File: config.mk
export PLATFORM = sky130hd
export DESIGN_NAME = ahc_top
export DESIGN_NICKNAME = d
export VERILOG_FILES = /design/src/ahc_pkg.sv /design/src/ahc_sync.sv /design/src/ahc_hs_channel.sv /design/src/ahc_top.sv
export SDC_FILE = /design/constraint.sdc
export NUM_CORES = 1
export LEC_CHECK = 0
export BUFFER_PORTS_ARGS = -buffer_cell sky130_fd_sc_hd__buf_4
export CORE_MARGIN = 3
export CORE_UTILIZATION = 42
export CTS_BUF_LIST = sky130_fd_sc_hd__clkbuf_16
export CTS_CLUSTER_DIAMETER = 100
export CTS_CLUSTER_SIZE = 28
export DETAILED_ROUTE_END_ITERATION = 8
export PLACE_DENSITY = 0.75
export SLEW_MARGIN = 20
export SYNTH_ARGS = -nofsm -noshare
export SYNTH_HDL_FRONTEND = slang
export SYNTH_SLANG_ARGS = --single-unit
File: constraint.sdc
create_clock -name core_clk -period 1.39 [get_ports core_clk]
set_input_delay 0.0695 -clock core_clk [delete_from_list [all_inputs] [get_ports core_clk]]
set_output_delay 0.0695 -clock core_clk [all_outputs]
set_load 0.03 [all_outputs]
File: src/ahc_pkg.sv
// Shared constants for the auxiliary supply and high-side mode control.
// Assumes a single core clock; mode codes come from the device state machine.
package ahc_pkg;

  // ==========================================================
  // Operating modes (Gray along normal-stop-sleep-restart-failsafe)
  typedef enum logic [2:0] {
    AHC_MODE_NORMAL   = 3'h0,
    AHC_MODE_STOP     = 3'h1,
    AHC_MODE_SLEEP    = 3'h3,
    AHC_MODE_RESTART  = 3'h2,
    AHC_MODE_FAILSAFE = 3'h6
  } ahc_mode_t;

  // ==========================================================
  // Regulator stage control states
  typedef enum logic [1:0] {
    AHC_STG_OFF  = 2'h0,
    AHC_STG_LOW  = 2'h1,
    AHC_STG_BOTH = 2'h3
  } ahc_stage_t;

  // ==========================================================
  // High-side configuration field
  localparam int AHC_NUM_HS = 4;
  localparam int AHC_CODE_W = 3;
  localparam logic [2:0] AHC_HS_OFF = 3'h0;
  localparam logic [2:0] AHC_HS_ON = 3'h1;
  localparam logic [2:0] AHC_HS_TIMER1 = 3'h2;
  localparam logic [2:0] AHC_HS_TIMER2 = 3'h3;
  localparam logic [2:0] AHC_HS_PWM1 = 3'h4;
  localparam logic [2:0] AHC_HS_PWM2 = 3'h5;

  // ==========================================================
  // Reset values
  localparam logic AHC_AUX_EN_RST = 1'h0;
  localparam logic [2:0] AHC_HS_CODE_RST = AHC_HS_OFF;

endpackage

File: src/ahc_sync.sv
// Two-flop synchroniser for a group of asynchronous level inputs.
// Assumes the inputs are quasi-static levels from analog comparators.
`timescale 1ns/1ns
module ahc_sync
  import ahc_pkg::*;
#(
  parameter int WIDTH = 1
)
(
  // Clock and reset
  input wire logic core_clk,
  input wire logic srst,
  // Levels
  input wire logic [WIDTH-1:0] asyncIn,
  output logic [WIDTH-1:0] syncOut
);

  logic [WIDTH-1:0] stage1;

  // ==========================================================
  // Synchroniser; first stage feeds only the second
  always_ff @(posedge core_clk)
  begin
    if (srst)
    begin
      stage1 <= '0;
      syncOut <= '0;
    end
    else
    begin
      stage1 <= asyncIn;
      syncOut <= stage1;
    end
  end

endmodule

File: src/ahc_hs_channel.sv
// One high-side output channel: configuration field, source mux, protection.
// Assumes write strobes are already qualified by the operating mode.
`timescale 1ns/1ns
module ahc_hs_channel
  import ahc_pkg::*;
(
  // Clock and reset
  input wire logic core_clk,
  input wire logic srst,
  // Host configuration
  input wire logic cfgWrite,
  input wire logic [2:0] cfgCode,
  input wire logic ocFlagClear,
  input wire logic olFlagClear,
  // Control from the top
  input wire logic forceOff,
  input wire logic supplyFaultOff,
  input wire logic clearOnSupplyFault,
  // Sources
  input wire logic timer1,
  input wire logic timer2,
  input wire logic pwm1,
  input wire logic pwm2,
  // Synchronised sense inputs
  input wire logic overCurrent,
  input wire logic underCurrent,
  // Results
  output logic [2:0] code,
  output logic hsOut,
  output logic ocFlag,
  output logic olFlag
);

  logic [2:0] next_code;
  logic next_hsOut;
  logic next_ocFlag;
  logic next_olFlag;
  logic srcLevel;

  // ==========================================================
  // Next-state logic
  always_comb
  begin
    next_code = code;
    next_ocFlag = ocFlag;
    next_olFlag = olFlag;
    case (code)
      AHC_HS_ON: srcLevel = 1'b1;
      AHC_HS_TIMER1: srcLevel = timer1;
      AHC_HS_TIMER2: srcLevel = timer2;
      AHC_HS_PWM1: srcLevel = pwm1;
      AHC_HS_PWM2: srcLevel = pwm2;
      default: srcLevel = 1'b0;
    endcase
    if (cfgWrite)
      next_code = cfgCode;
    // Protection beats a same-cycle write
    if (supplyFaultOff && clearOnSupplyFault)
      next_code = AHC_HS_OFF;
    if (hsOut && overCurrent)
    begin
      next_code = AHC_HS_OFF;
    end
    if (forceOff)
      next_code = AHC_HS_OFF;
    // Sticky flags: a new event wins over the clear
    if (ocFlagClear)
      next_ocFlag = 1'b0;
    if (hsOut && overCurrent)
      next_ocFlag = 1'b1;
    if (olFlagClear)
      next_olFlag = 1'b0;
    if (hsOut && underCurrent)
      next_olFlag = 1'b1;
    next_hsOut = srcLevel && !supplyFaultOff && !forceOff
      && !(hsOut && overCurrent);
  end

  // ==========================================================
  // Registers
  always_ff @(posedge core_clk)
  begin
    if (srst)
    begin
      code <= AHC_HS_CODE_RST;
      hsOut <= 1'b0;
      ocFlag <= 1'b0;
      olFlag <= 1'b0;
    end
    else
    begin
      code <= next_code;
      hsOut <= next_hsOut;
      ocFlag <= next_ocFlag;
      olFlag <= next_olFlag;
    end
  end

endmodule

File: src/ahc_top.sv
// Auxiliary 5 V regulator and four high-side switch mode control.
// Assumes mode, host writes and timer/PWM sources are on core_clk;
// comparator and sense inputs are asynchronous and get synchronised.
//
// Contract
// - Aux regulator allowed normal/stop/sleep, off fail-safe
// - Restart entry switches aux regulator off
// - Restart shutdown latched until host writes the enable
// - Normal mode: host turns aux regulator on/off
// - Stop: low stage, high stage above rise
// - Below fall threshold, high stage disabled
// - Normal mode: both regulator stages enabled
// - Output source: direct, timer, or PWM
// - Stop/sleep keep high-side configuration, ignore writes
// - Restart/fail-safe entry forces high-side outputs off
// - Supply OV/UV turn outputs off, each disableable
// - Recovery after OV/UV selectable by bit
// - Over-current switches that output off
// - Open load evaluated only while output on
// - No recovery: outputs stay off, fields cleared
// - Over-current resets field to off code
`timescale 1ns/1ns
module ahc_top
  import ahc_pkg::*;
(
  // Clock and reset
  input wire logic core_clk,
  input wire logic srst,
  // Operating mode from the device state machine
  input wire ahc_mode_t opMode,
  // Host writes for the auxiliary regulator
  input wire logic auxEnableWrite,
  input wire logic auxEnableData,
  // Host writes for high-side control fields
  input wire logic hsCfgWrite,
  input wire logic [1:0] hsCfgIndex,
  input wire logic [2:0] hsCfgCode,
  input wire logic [3:0] hsOcFlagClear,
  input wire logic [3:0] hsOlFlagClear,
  // Host configuration levels
  input wire logic supplyFaultRecoveryEnable,
  input wire logic overvoltageShutdownDisable,
  input wire logic undervoltageShutdownDisable,
  // Internal timer and PWM sources
  input wire logic timer1,
  input wire logic timer2,
  input wire logic pwm1,
  input wire logic pwm2,
  // Asynchronous analog comparators
  input wire logic auxLoadAboveRise,
  input wire logic auxLoadBelowFall,
  input wire logic highsideSupplyOv,
  input wire logic highsideSupplyUv,
  input wire logic [3:0] hsOverCurrent,
  input wire logic [3:0] hsUnderCurrent,
  // Regulator controls
  output logic auxRegulatorEnable,
  output logic auxLowPowerStage,
  output logic auxHighPowerStage,
  output logic auxShutdownLatched,
  // High-side outputs and status
  output logic [3:0] highsideOutputN,
  output logic [11:0] highsideControlReadback,
  output logic [3:0] hsOcFlag,
  output logic [3:0] hsOlFlag,
  output logic supplyOvActive,
  output logic supplyUvActive
);

  // ==========================================================
  // Synchronisers
  // One shared chain; packing order must match the unpacking below
  logic [11:0] levelsIn;
  logic [11:0] levelsSync;
  logic [1:0] loadSync;
  logic [1:0] supplySync;
  logic [3:0] ocSync;
  logic [3:0] ulSync;

  always_comb
  begin
    levelsIn = {hsUnderCurrent, hsOverCurrent, highsideSupplyUv,
      highsideSupplyOv, auxLoadBelowFall, auxLoadAboveRise};
    loadSync = levelsSync[1:0];
    supplySync = levelsSync[3:2];
    ocSync = levelsSync[7:4];
    ulSync = levelsSync[11:8];
  end

  ahc_sync #(.WIDTH(12)) u_sync (
    .core_clk(core_clk),
    .srst(srst),
    .asyncIn(levelsIn),
    .syncOut(levelsSync)
  );

  // ==========================================================
  // Mode entry decode
  ahc_mode_t prevMode;
  ahc_mode_t next_prevMode;
  logic modeChanged;
  logic enterRestart;
  logic enterFailsafe;
  logic inNormal;
  logic inLowPower;

  always_comb
  begin
    next_prevMode = opMode;
    modeChanged = (opMode != prevMode);
    enterRestart = modeChanged && (opMode == AHC_MODE_RESTART);
    enterFailsafe = modeChanged && (opMode == AHC_MODE_FAILSAFE);
    inNormal = (opMode == AHC_MODE_NORMAL);
    inLowPower = (opMode == AHC_MODE_STOP) || (opMode == AHC_MODE_SLEEP);
  end

  // Reset to normal: a restart or fail-safe level at release
  // counts as an entry, the safe reading
  always_ff @(posedge core_clk)
  begin
    if (srst)
      prevMode <= AHC_MODE_NORMAL;
    else
      prevMode <= next_prevMode;
  end

  // ==========================================================
  // Auxiliary regulator enable
  logic auxEnable;
  logic next_auxEnable;
  logic next_auxShutdownLatched;
  logic next_auxRegulatorEnable;

  always_comb
  begin
    next_auxEnable = auxEnable;
    next_auxShutdownLatched = auxShutdownLatched;
    // Writes outside normal mode are dropped; host sets state beforehand
    // Either value releases the latch; the host owns the state again
    if (auxEnableWrite && inNormal)
    begin
      next_auxEnable = auxEnableData;
      next_auxShutdownLatched = 1'b0;
    end
    // Restart entry wins over a same-cycle write
    if (enterRestart)
    begin
      next_auxEnable = 1'b0;
      next_auxShutdownLatched = 1'b1;
    end
    // Fail-safe gates the pin only; the stored enable survives
    next_auxRegulatorEnable = next_auxEnable
      && (opMode != AHC_MODE_FAILSAFE)
      && (opMode != AHC_MODE_RESTART);
  end

  always_ff @(posedge core_clk)
  begin
    if (srst)
    begin
      auxEnable <= AHC_AUX_EN_RST;
      auxShutdownLatched <= 1'b0;
      auxRegulatorEnable <= 1'b0;
    end
    else
    begin
      auxEnable <= next_auxEnable;
      auxShutdownLatched <= next_auxShutdownLatched;
      auxRegulatorEnable <= next_auxRegulatorEnable;
    end
  end

  // ==========================================================
  // Regulator stage control
  ahc_stage_t stage;
  ahc_stage_t next_stage;
  logic next_auxLowPowerStage;
  logic next_auxHighPowerStage;

  always_comb
  begin
    next_stage = stage;
    if (!next_auxRegulatorEnable)
      next_stage = AHC_STG_OFF;
    else if (inNormal)
      next_stage = AHC_STG_BOTH;
    else
    begin
      // Low-power modes: hysteresis between the two comparators
      // Both stages held from normal until light load is reported
      case (stage)
        AHC_STG_OFF: next_stage = AHC_STG_LOW;
        AHC_STG_LOW:
          if (loadSync[0])
            next_stage = AHC_STG_BOTH;
        AHC_STG_BOTH:
          if (inLowPower && loadSync[1])
            next_stage = AHC_STG_LOW;
        default: next_stage = AHC_STG_OFF;
      endcase
    end
    next_auxLowPowerStage = (next_stage != AHC_STG_OFF);
    next_auxHighPowerStage = (next_stage == AHC_STG_BOTH);
  end

  always_ff @(posedge core_clk)
  begin
    if (srst)
    begin
      stage <= AHC_STG_OFF;
      auxLowPowerStage <= 1'b0;
      auxHighPowerStage <= 1'b0;
    end
    else
    begin
      stage <= next_stage;
      auxLowPowerStage <= next_auxLowPowerStage;
      auxHighPowerStage <= next_auxHighPowerStage;
    end
  end

  // ==========================================================
  // High-side supply fault gating
  logic next_supplyOvActive;
  logic next_supplyUvActive;
  logic supplyFaultOff;
  logic forceOff;
  logic cfgAccepted;
  logic clearOnFault;

  always_comb
  begin
    // Status follows the synced level even with the shutdown disabled
    next_supplyOvActive = supplySync[0];
    next_supplyUvActive = supplySync[1];
    // Each shutdown path can be disabled on its own
    supplyFaultOff = (supplySync[0] && !overvoltageShutdownDisable)
      || (supplySync[1] && !undervoltageShutdownDisable);
    forceOff = enterRestart || enterFailsafe
      || (opMode == AHC_MODE_RESTART)
      || (opMode == AHC_MODE_FAILSAFE);
    // Config is frozen outside normal mode
    cfgAccepted = hsCfgWrite && inNormal;
    clearOnFault = !supplyFaultRecoveryEnable;
  end

  always_ff @(posedge core_clk)
  begin
    if (srst)
    begin
      supplyOvActive <= 1'b0;
      supplyUvActive <= 1'b0;
    end
    else
    begin
      supplyOvActive <= next_supplyOvActive;
      supplyUvActive <= next_supplyUvActive;
    end
  end

  // ==========================================================
  // High-side channels
  // Index decoded once instead of in every instance
  logic [3:0] chanWrite;

  always_comb
  begin
    chanWrite = 4'h0;
    if (cfgAccepted)
      chanWrite[hsCfgIndex] = 1'b1;
  end

  genvar ch;
  generate
    for (ch = 0; ch < AHC_NUM_HS; ch++)
    begin : g_hs
      ahc_hs_channel u_chan (
        .core_clk(core_clk),
        .srst(srst),
        .cfgWrite(chanWrite[ch]),
        .cfgCode(hsCfgCode),
        .ocFlagClear(hsOcFlagClear[ch]),
        .olFlagClear(hsOlFlagClear[ch]),
        .forceOff(forceOff),
        .supplyFaultOff(supplyFaultOff),
        .clearOnSupplyFault(clearOnFault),
        .timer1(timer1),
        .timer2(timer2),
        .pwm1(pwm1),
        .pwm2(pwm2),
        .overCurrent(ocSync[ch]),
        .underCurrent(ulSync[ch]),
        .code(highsideControlReadback[ch*3 +: 3]),
        .hsOut(highsideOutputN[ch]),
        .ocFlag(hsOcFlag[ch]),
        .olFlag(hsOlFlag[ch])
      );
    end
  endgenerate

endmodule

**Word-level counts from Yosys, hierarchy flattened**

Cells that the tools add are included.

- Bits in registers: 60
- Input port bits: 40

- Order comparisons: 2
- Equality and inequality tests: 30
- Multiplexer cells: 32
- Reductions and logical operators: 61

Operator list:

| operator | count |
|---|---|
| $logic_and A1 B1 Y1 | 31 |
| $eq A3 B2 Y1 const B | 10 |
| $eq A3 B3 Y1 const B | 9 |
| $mux W1 | 21 |
| $pmux W1 S5 | 4 |
| $reduce_bool A2 Y1 | 10 |
| $reduce_or A4 Y1 | 4 |
| $eq A3 B1 Y1 const B | 5 |
| $logic_not A1 Y1 | 9 |
| $mux W2 | 4 |
| $pmux W2 S3 | 1 |
| $logic_or A1 B1 Y1 | 5 |
| $eq A2 B2 Y1 const B | 2 |
| $mux W4 | 1 |
| $logic_not A3 Y1 | 1 |
| $lt A2 B3 Y1 const B | 1 |
| $ne A3 B2 Y1 const B | 1 |
| $ne A3 B3 Y1 | 1 |
| $ne A3 B3 Y1 const B | 1 |
| $demux W1 S2 | 1 |
| $eq A2 B1 Y1 const B | 1 |
| $ge A2 B1 Y1 const B | 1 |
| $logic_not A2 Y1 | 1 |

**Depth between registers and ports, before layout**

- Depth in word-level cells: 8
- Gate-level depth with buffers: 4
- Mapped depth without buffers: 3

**Modules after synthesis**

Synthesis repeated with hierarchy kept, for this count alone.

- Cells, all modules: 221
- Area total of the unflattened synthesis: 2233.4 um^2

Modules (own cells, without submodules):

| module | times used | cells an instance | area an instance (um^2) | sequential area each (um^2) |
|---|---|---|---|---|
| ahc_hs_channel | 4 | 30 | 266.5 | 120.1 |
| ahc_sync | 1 | 50 | 693.2 | 480.5 |
| ahc_top | 1 | 51 | 474.2 | 240.2 |

**Worst setup path before layout**

Ideal clock, no wire load.

- Path type: reg2reg
- Start: reg g_hs[2].u_chan.code[2]
- End: reg g_hs[2].u_chan.hsOut
- Library setup time: 0.115 ns
- Arrival time: 1.090 ns
- Data required time: 1.275 ns
- Setup slack: 0.185 ns
- Cell stages (with the launch flop): 4
- Clock period less this slack: 1.205 ns
- Cell sequence: dfxtp_1 > nand2b_1 > a22o_1 > a2111oi_0

- Longest elaborated chain between the ends: 5

Ends and longest elaborated chain:

| item | line | RTL |
|---|---|---|
| start: declaration | ahc_hs_channel.sv:28 | `output logic [2:0] code,` |
| start signal: assignment | ahc_hs_channel.sv:92 | `code <= next_code;` |
| $eq A3 B3 Y1 (tied with other cells) | ahc_hs_channel.sv:47 | `case (code)` |
| $pmux W1 S5 * | ahc_hs_channel.sv:47 |  |
| $logic_and A1 B1 Y1 * (2 in series) | ahc_hs_channel.sv:75 | `next_hsOut = srcLevel && !supplyFaultOff && !forceOff` |
| $logic_and A1 B1 Y1 * | ahc_hs_channel.sv:76 | `&& !(hsOut && overCurrent);` |
| end signal: assignment | ahc_hs_channel.sv:93 | `hsOut <= next_hsOut;` |
| end: declaration | ahc_hs_channel.sv:29 | `output logic hsOut,` |

Mark *: on every way between the ends. The rest lies on a longest branch, timed or not.
A chain may end at the register's enable or synchronous reset.

**Worst setup path after layout**

- Start: reg g_hs[1].u_chan.code[2]
- End: reg g_hs[1].u_chan.hsOut

- Longest elaborated chain between the ends: 5

Ends and longest elaborated chain:

| item | line |
|---|---|
| start: declaration | ahc_hs_channel.sv:28 |
| start signal: assignment | ahc_hs_channel.sv:92 |
| $eq A3 B3 Y1 (tied with other cells) | ahc_hs_channel.sv:47 |
| $pmux W1 S5 * | ahc_hs_channel.sv:47 |
| $logic_and A1 B1 Y1 * (2 in series) | ahc_hs_channel.sv:75 |
| $logic_and A1 B1 Y1 * | ahc_hs_channel.sv:76 |
| end signal: assignment | ahc_hs_channel.sv:93 |
| end: declaration | ahc_hs_channel.sv:29 |

Marked as above.

==> run summary <==
FLOORPLAN
----------------------------------------------------------------------------------------
Height of the chip                                                               80.5 µm
Die X                                                                            80.5 µm
Standard cell core area                                                         5240 µm²
Overall die area                                                                6480 µm²
Standard-cell row count                                                               26
Number of top-level pins                                                              70
Starting utilization of the core area                                              44.5%

GLOBAL ROUTING
----------------------------------------------------------------------------------------
Total GRT Usage                                                                    15.7%
Global-route wire length before repair                                           7.72 mm
Vias in the first global route                                                      1753
Global route overflow                                                                  0
Initial antenna violation count                                                        0
Pin count of the biggest net entering global routing                                  35

PWR
----------------------------------------------------------------------------------------
Clock network power share                                                          51.0%
Relative contribution of sequential cells to total power                           42.4%
Internal power component                                                         3.29 mW
Sw Ratio                                                                           21.5%
NetSw                                                                           0.900 mW
Power per standard cell area                                                 1290 nW/µm²
Worst supply voltage drop on vdd                                                 1050 µV
Combinational Power Share                                                           6.6%
P_leak                                                                           1.31 nW

SYNTHESIS
----------------------------------------------------------------------------------------
Synthesis-stage register bit count                                                    60
Most frequent cell after synthesis                                               dfxtp_1
Number of warnings reported in the yosys synthesis log                                 0
Cell taking the most area after synthesis                                        dfxtp_1
Number of standard cells after synthesis                                             232
Synth Net Count                                                                      272
Most used standard cells in the synthesized netlist                         60 x dfxtp_1, 31 x nor2b_1, 14 x nand2b_1
Count of flip-flops with a built-in enable after synthesis                             0
Synth Cell Area                                                                 2330 µm²
Mean instance size in the synthesized netlist                                   10.0 µm²
Asr flop ratio synth                                                                  0%
Sequential share of the synthesized area                                           51.6%
Top FF cell, synth                                                               dfxtp_1
Synth top area share                                                               51.6%
Distinct cell type count after synthesis                                              33
Synth top area cells                                                        dfxtp_1 52%, nor2b_1 8.3%, buf_4 3.9%, nand2b_1 3.8%, a2111oi_1 3.4%

CRITICAL PATH
----------------------------------------------------------------------------------------
Crit-path max cell delay                                                          460 ps
Critical path buffer and inverter count                                                0
Worst path cell trace                                                       nand2b_1 > a22o_1 > a2111oi_0
Kind of critical path                                                       register to register
Data arrival at the endpoint of the critical path                                1450 ps
Highest net fanout along the worst path                                                6
WP data required                                                                 1570 ps
Largest delay contributor family on the critical path                       compound AO/OA/AOI/OAI gates
Endpoint class of the critical path                                             register
Library cell contributing the largest single delay on the critical path        a2111oi_0
Startpoint Class                                                                register

FINISH
----------------------------------------------------------------------------------------
Cell area after layout                                                          3240 µm²
Layout Area Growth over Synthesis                                                  39.0%
ANT cells                                                                              0
Final Core Density                                                                 61.8%
Fraction of final layout cells sized beyond drive strength 1                       30.8%
Count of nets after finishing                                                        347

RUN
----------------------------------------------------------------------------------------
Max-cap violation count                                                                0

STA
----------------------------------------------------------------------------------------
Actual transition at the worst max-transition pin                                 630 ps
RSZ-0062 raised after global routing                                                true
Final Cycle Share                                                                  91.9%
Number of failing hold endpoints at the final stage                                    1
Setup-failing EPs final                                                                0
Total count of max-transition violations in the final report                           0
Max-Slew Margin vs Limit                                                           58.0%
Final min period                                                                 1280 ps
Aggregate negative setup slack                                                      0 ps
Maximum clock frequency                                                          783 MHz
Worst hold slack                                                                -5.08 ps
Worst setup skew after layout                                                    4.46 ps
Final setup slack of the worst path                                               113 ps

CLOCK TREE
----------------------------------------------------------------------------------------
Deepest level of the CTS H-tree                                                        3
CTS clk-pin slew, worst paths                                                      50 ps
Clock insertion delay at the later pin of the skew report                         320 ps
CTS tree                                                                             yes
Inserted Clock Buffers                                                                 9
CTS sink cnt                                                                          60
Number of post-CTS setup repair buffers                                                0
Library cell used as clock root buffer                                         clkbuf_16
Max clock buf depth                                                                    2

RUN STATUS
----------------------------------------------------------------------------------------
Failing checks                                                               hold timing
Run status                                                                  complete, but fails checks

WORST HOLD PATH
----------------------------------------------------------------------------------------
Worst hold path type                                                        input port to register

PLACED DESIGN
----------------------------------------------------------------------------------------
IO Port Bufs                                                                          69
Total half-perimeter wirelength after legalization and detailed placement        3.58 mm
Routability-driven placement congestion ratio                                      0.788
Area post-placement                                                             2820 µm²
Worst slack, placed                                                              -176 ps

ROUTE
----------------------------------------------------------------------------------------
Number of vias after detailed routing                                               1895
Final routed wirelength across all metal layers                                  5.01 mm
Final routed wire length divided by cell count                                   13.1 µm
Remaining design rule violation count                                                  0
Router iterations before antenna repair                                                4
Vias per std cell                                                                   4.96
Detail Route Antenna Nets                                                              0
Drt initial violations                                                               112

[per-stage QoR]
step / cells / power [mW]
after global routing: 382 / 4.33
after CTS: 382 / 4.23
after detailed placement: 354 / 2.06
after floorplan: 232 / 1.93
final: 382 / 4.19
after global placement: 354 / 2.06
[power groups by stage]
stage	clock network (mW)	logic, mW	registers, mW
finish	2.14	0.276	1.78
global route	2.25	0.300	1.78
CTS	2.17	0.277	1.78
detailed placement	0	0.248	1.81
global placement	0	0.245	1.81
floorplan	0	0.112	1.82
[state kept, by name (all words and copies together), names as in the netlist]
| register | flops |
|---|---|
| auxEnable | 1 |
| auxHighPowerStage | 1 |
| auxLowPowerStage | 1 |
| auxRegulatorEnable | 1 |
| auxShutdownLatched | 1 |
| g_hs.u_chan.code | 12 |
| g_hs.u_chan.hsOut | 4 |
| g_hs.u_chan.ocFlag | 4 |
| g_hs.u_chan.olFlag | 4 |
| prevMode | 3 |
| stage | 2 |
| supplyOvActive | 1 |
| supplyUvActive | 1 |
| u_sync.stage1 | 12 |
| u_sync.syncOut | 12 |
[final timing paths]
kind	startpoint	endpoint	slack (ps)	depth (start not counted)
worst max-delay path	g_hs[1].u_chan.code[2]	g_hs[1].u_chan.hsOut	110	3
worst min-delay path	hsUnderCurrent[1]	u_sync.stage1[9]	-5	2
worst min register to register	u_sync.stage1[2]	u_sync.syncOut[2]	430	1
worst max register to register	g_hs[1].u_chan.code[2]	g_hs[1].u_chan.hsOut	110	3
[layout by cell type (no fill, tap or decap), types with 2 or more instances in the layout]
cell,n
a2111oi_0,6
a2111oi_1,8
a2111oi_2,2
a21oi_1,10
a22o_1,4
a311oi_1,4
and2_1,4
and3b_1,4
buf_4,74
clkbuf_16,9
clkinv_2,2
clkinvlp_4,2
dfxtp_1,60
dlygate4sd3_1,12
inv_1,9
nand2_1,5
nand2b_1,14
nand3_1,9
nand4_1,3
nand4b_1,2
nor2_1,6
nor2b_1,31
nor3_1,5
nor3b_1,3
o21ai_0,10
o21ai_1,2
[worst register-to-register path, cell delays in order (launching register included)]
cell and delay [ps]:
dfxtp_1 350, nand2b_1 160, a22o_1 170, a2111oi_0 460
[cells by family (layout without fill, tap and decap cells)]
| logic type | count (synthesis) | count (layout) | synth area share (%) |
|---|---|---|---|
| buffers and inverters | 31 | 111 | 7.89 |
| AO/OA/AOI/OAI | 48 | 48 | 15.3 |
| multiplexers | 1 | 1 | 0.430 |
| AND/OR/NAND/NOR | 92 | 92 | 24.9 |
| flip-flops | 60 | 60 | 51.6 |
[layer usage]
metal	global-route usage, %	vias to the layer above	routed length (µm)
met4	6.93	0	67
met3	5.49	7	355
li1	-	958	-
met1	18.4	873	2190
met5	0	-	0
met2	25.8	57	2390
[area by class of cell]
class	count	area [µm²]
sequential	60	1200
clock buffer	9	225
fill	449	2000
inverter	9	33.8
tap	70	87.6
multi-input combinational	141	948
timing repair buffer	86	676
clock inverter	7	67.6
[what timing repair did]
action,in CTS,in global routing
hold buffers,12,0
endpoints found under the setup margin,12,2
hold endpoints to repair,16,0
pin swaps,0,0
gates resized for setup,1,0
Power figures use the tool's default switching activity.
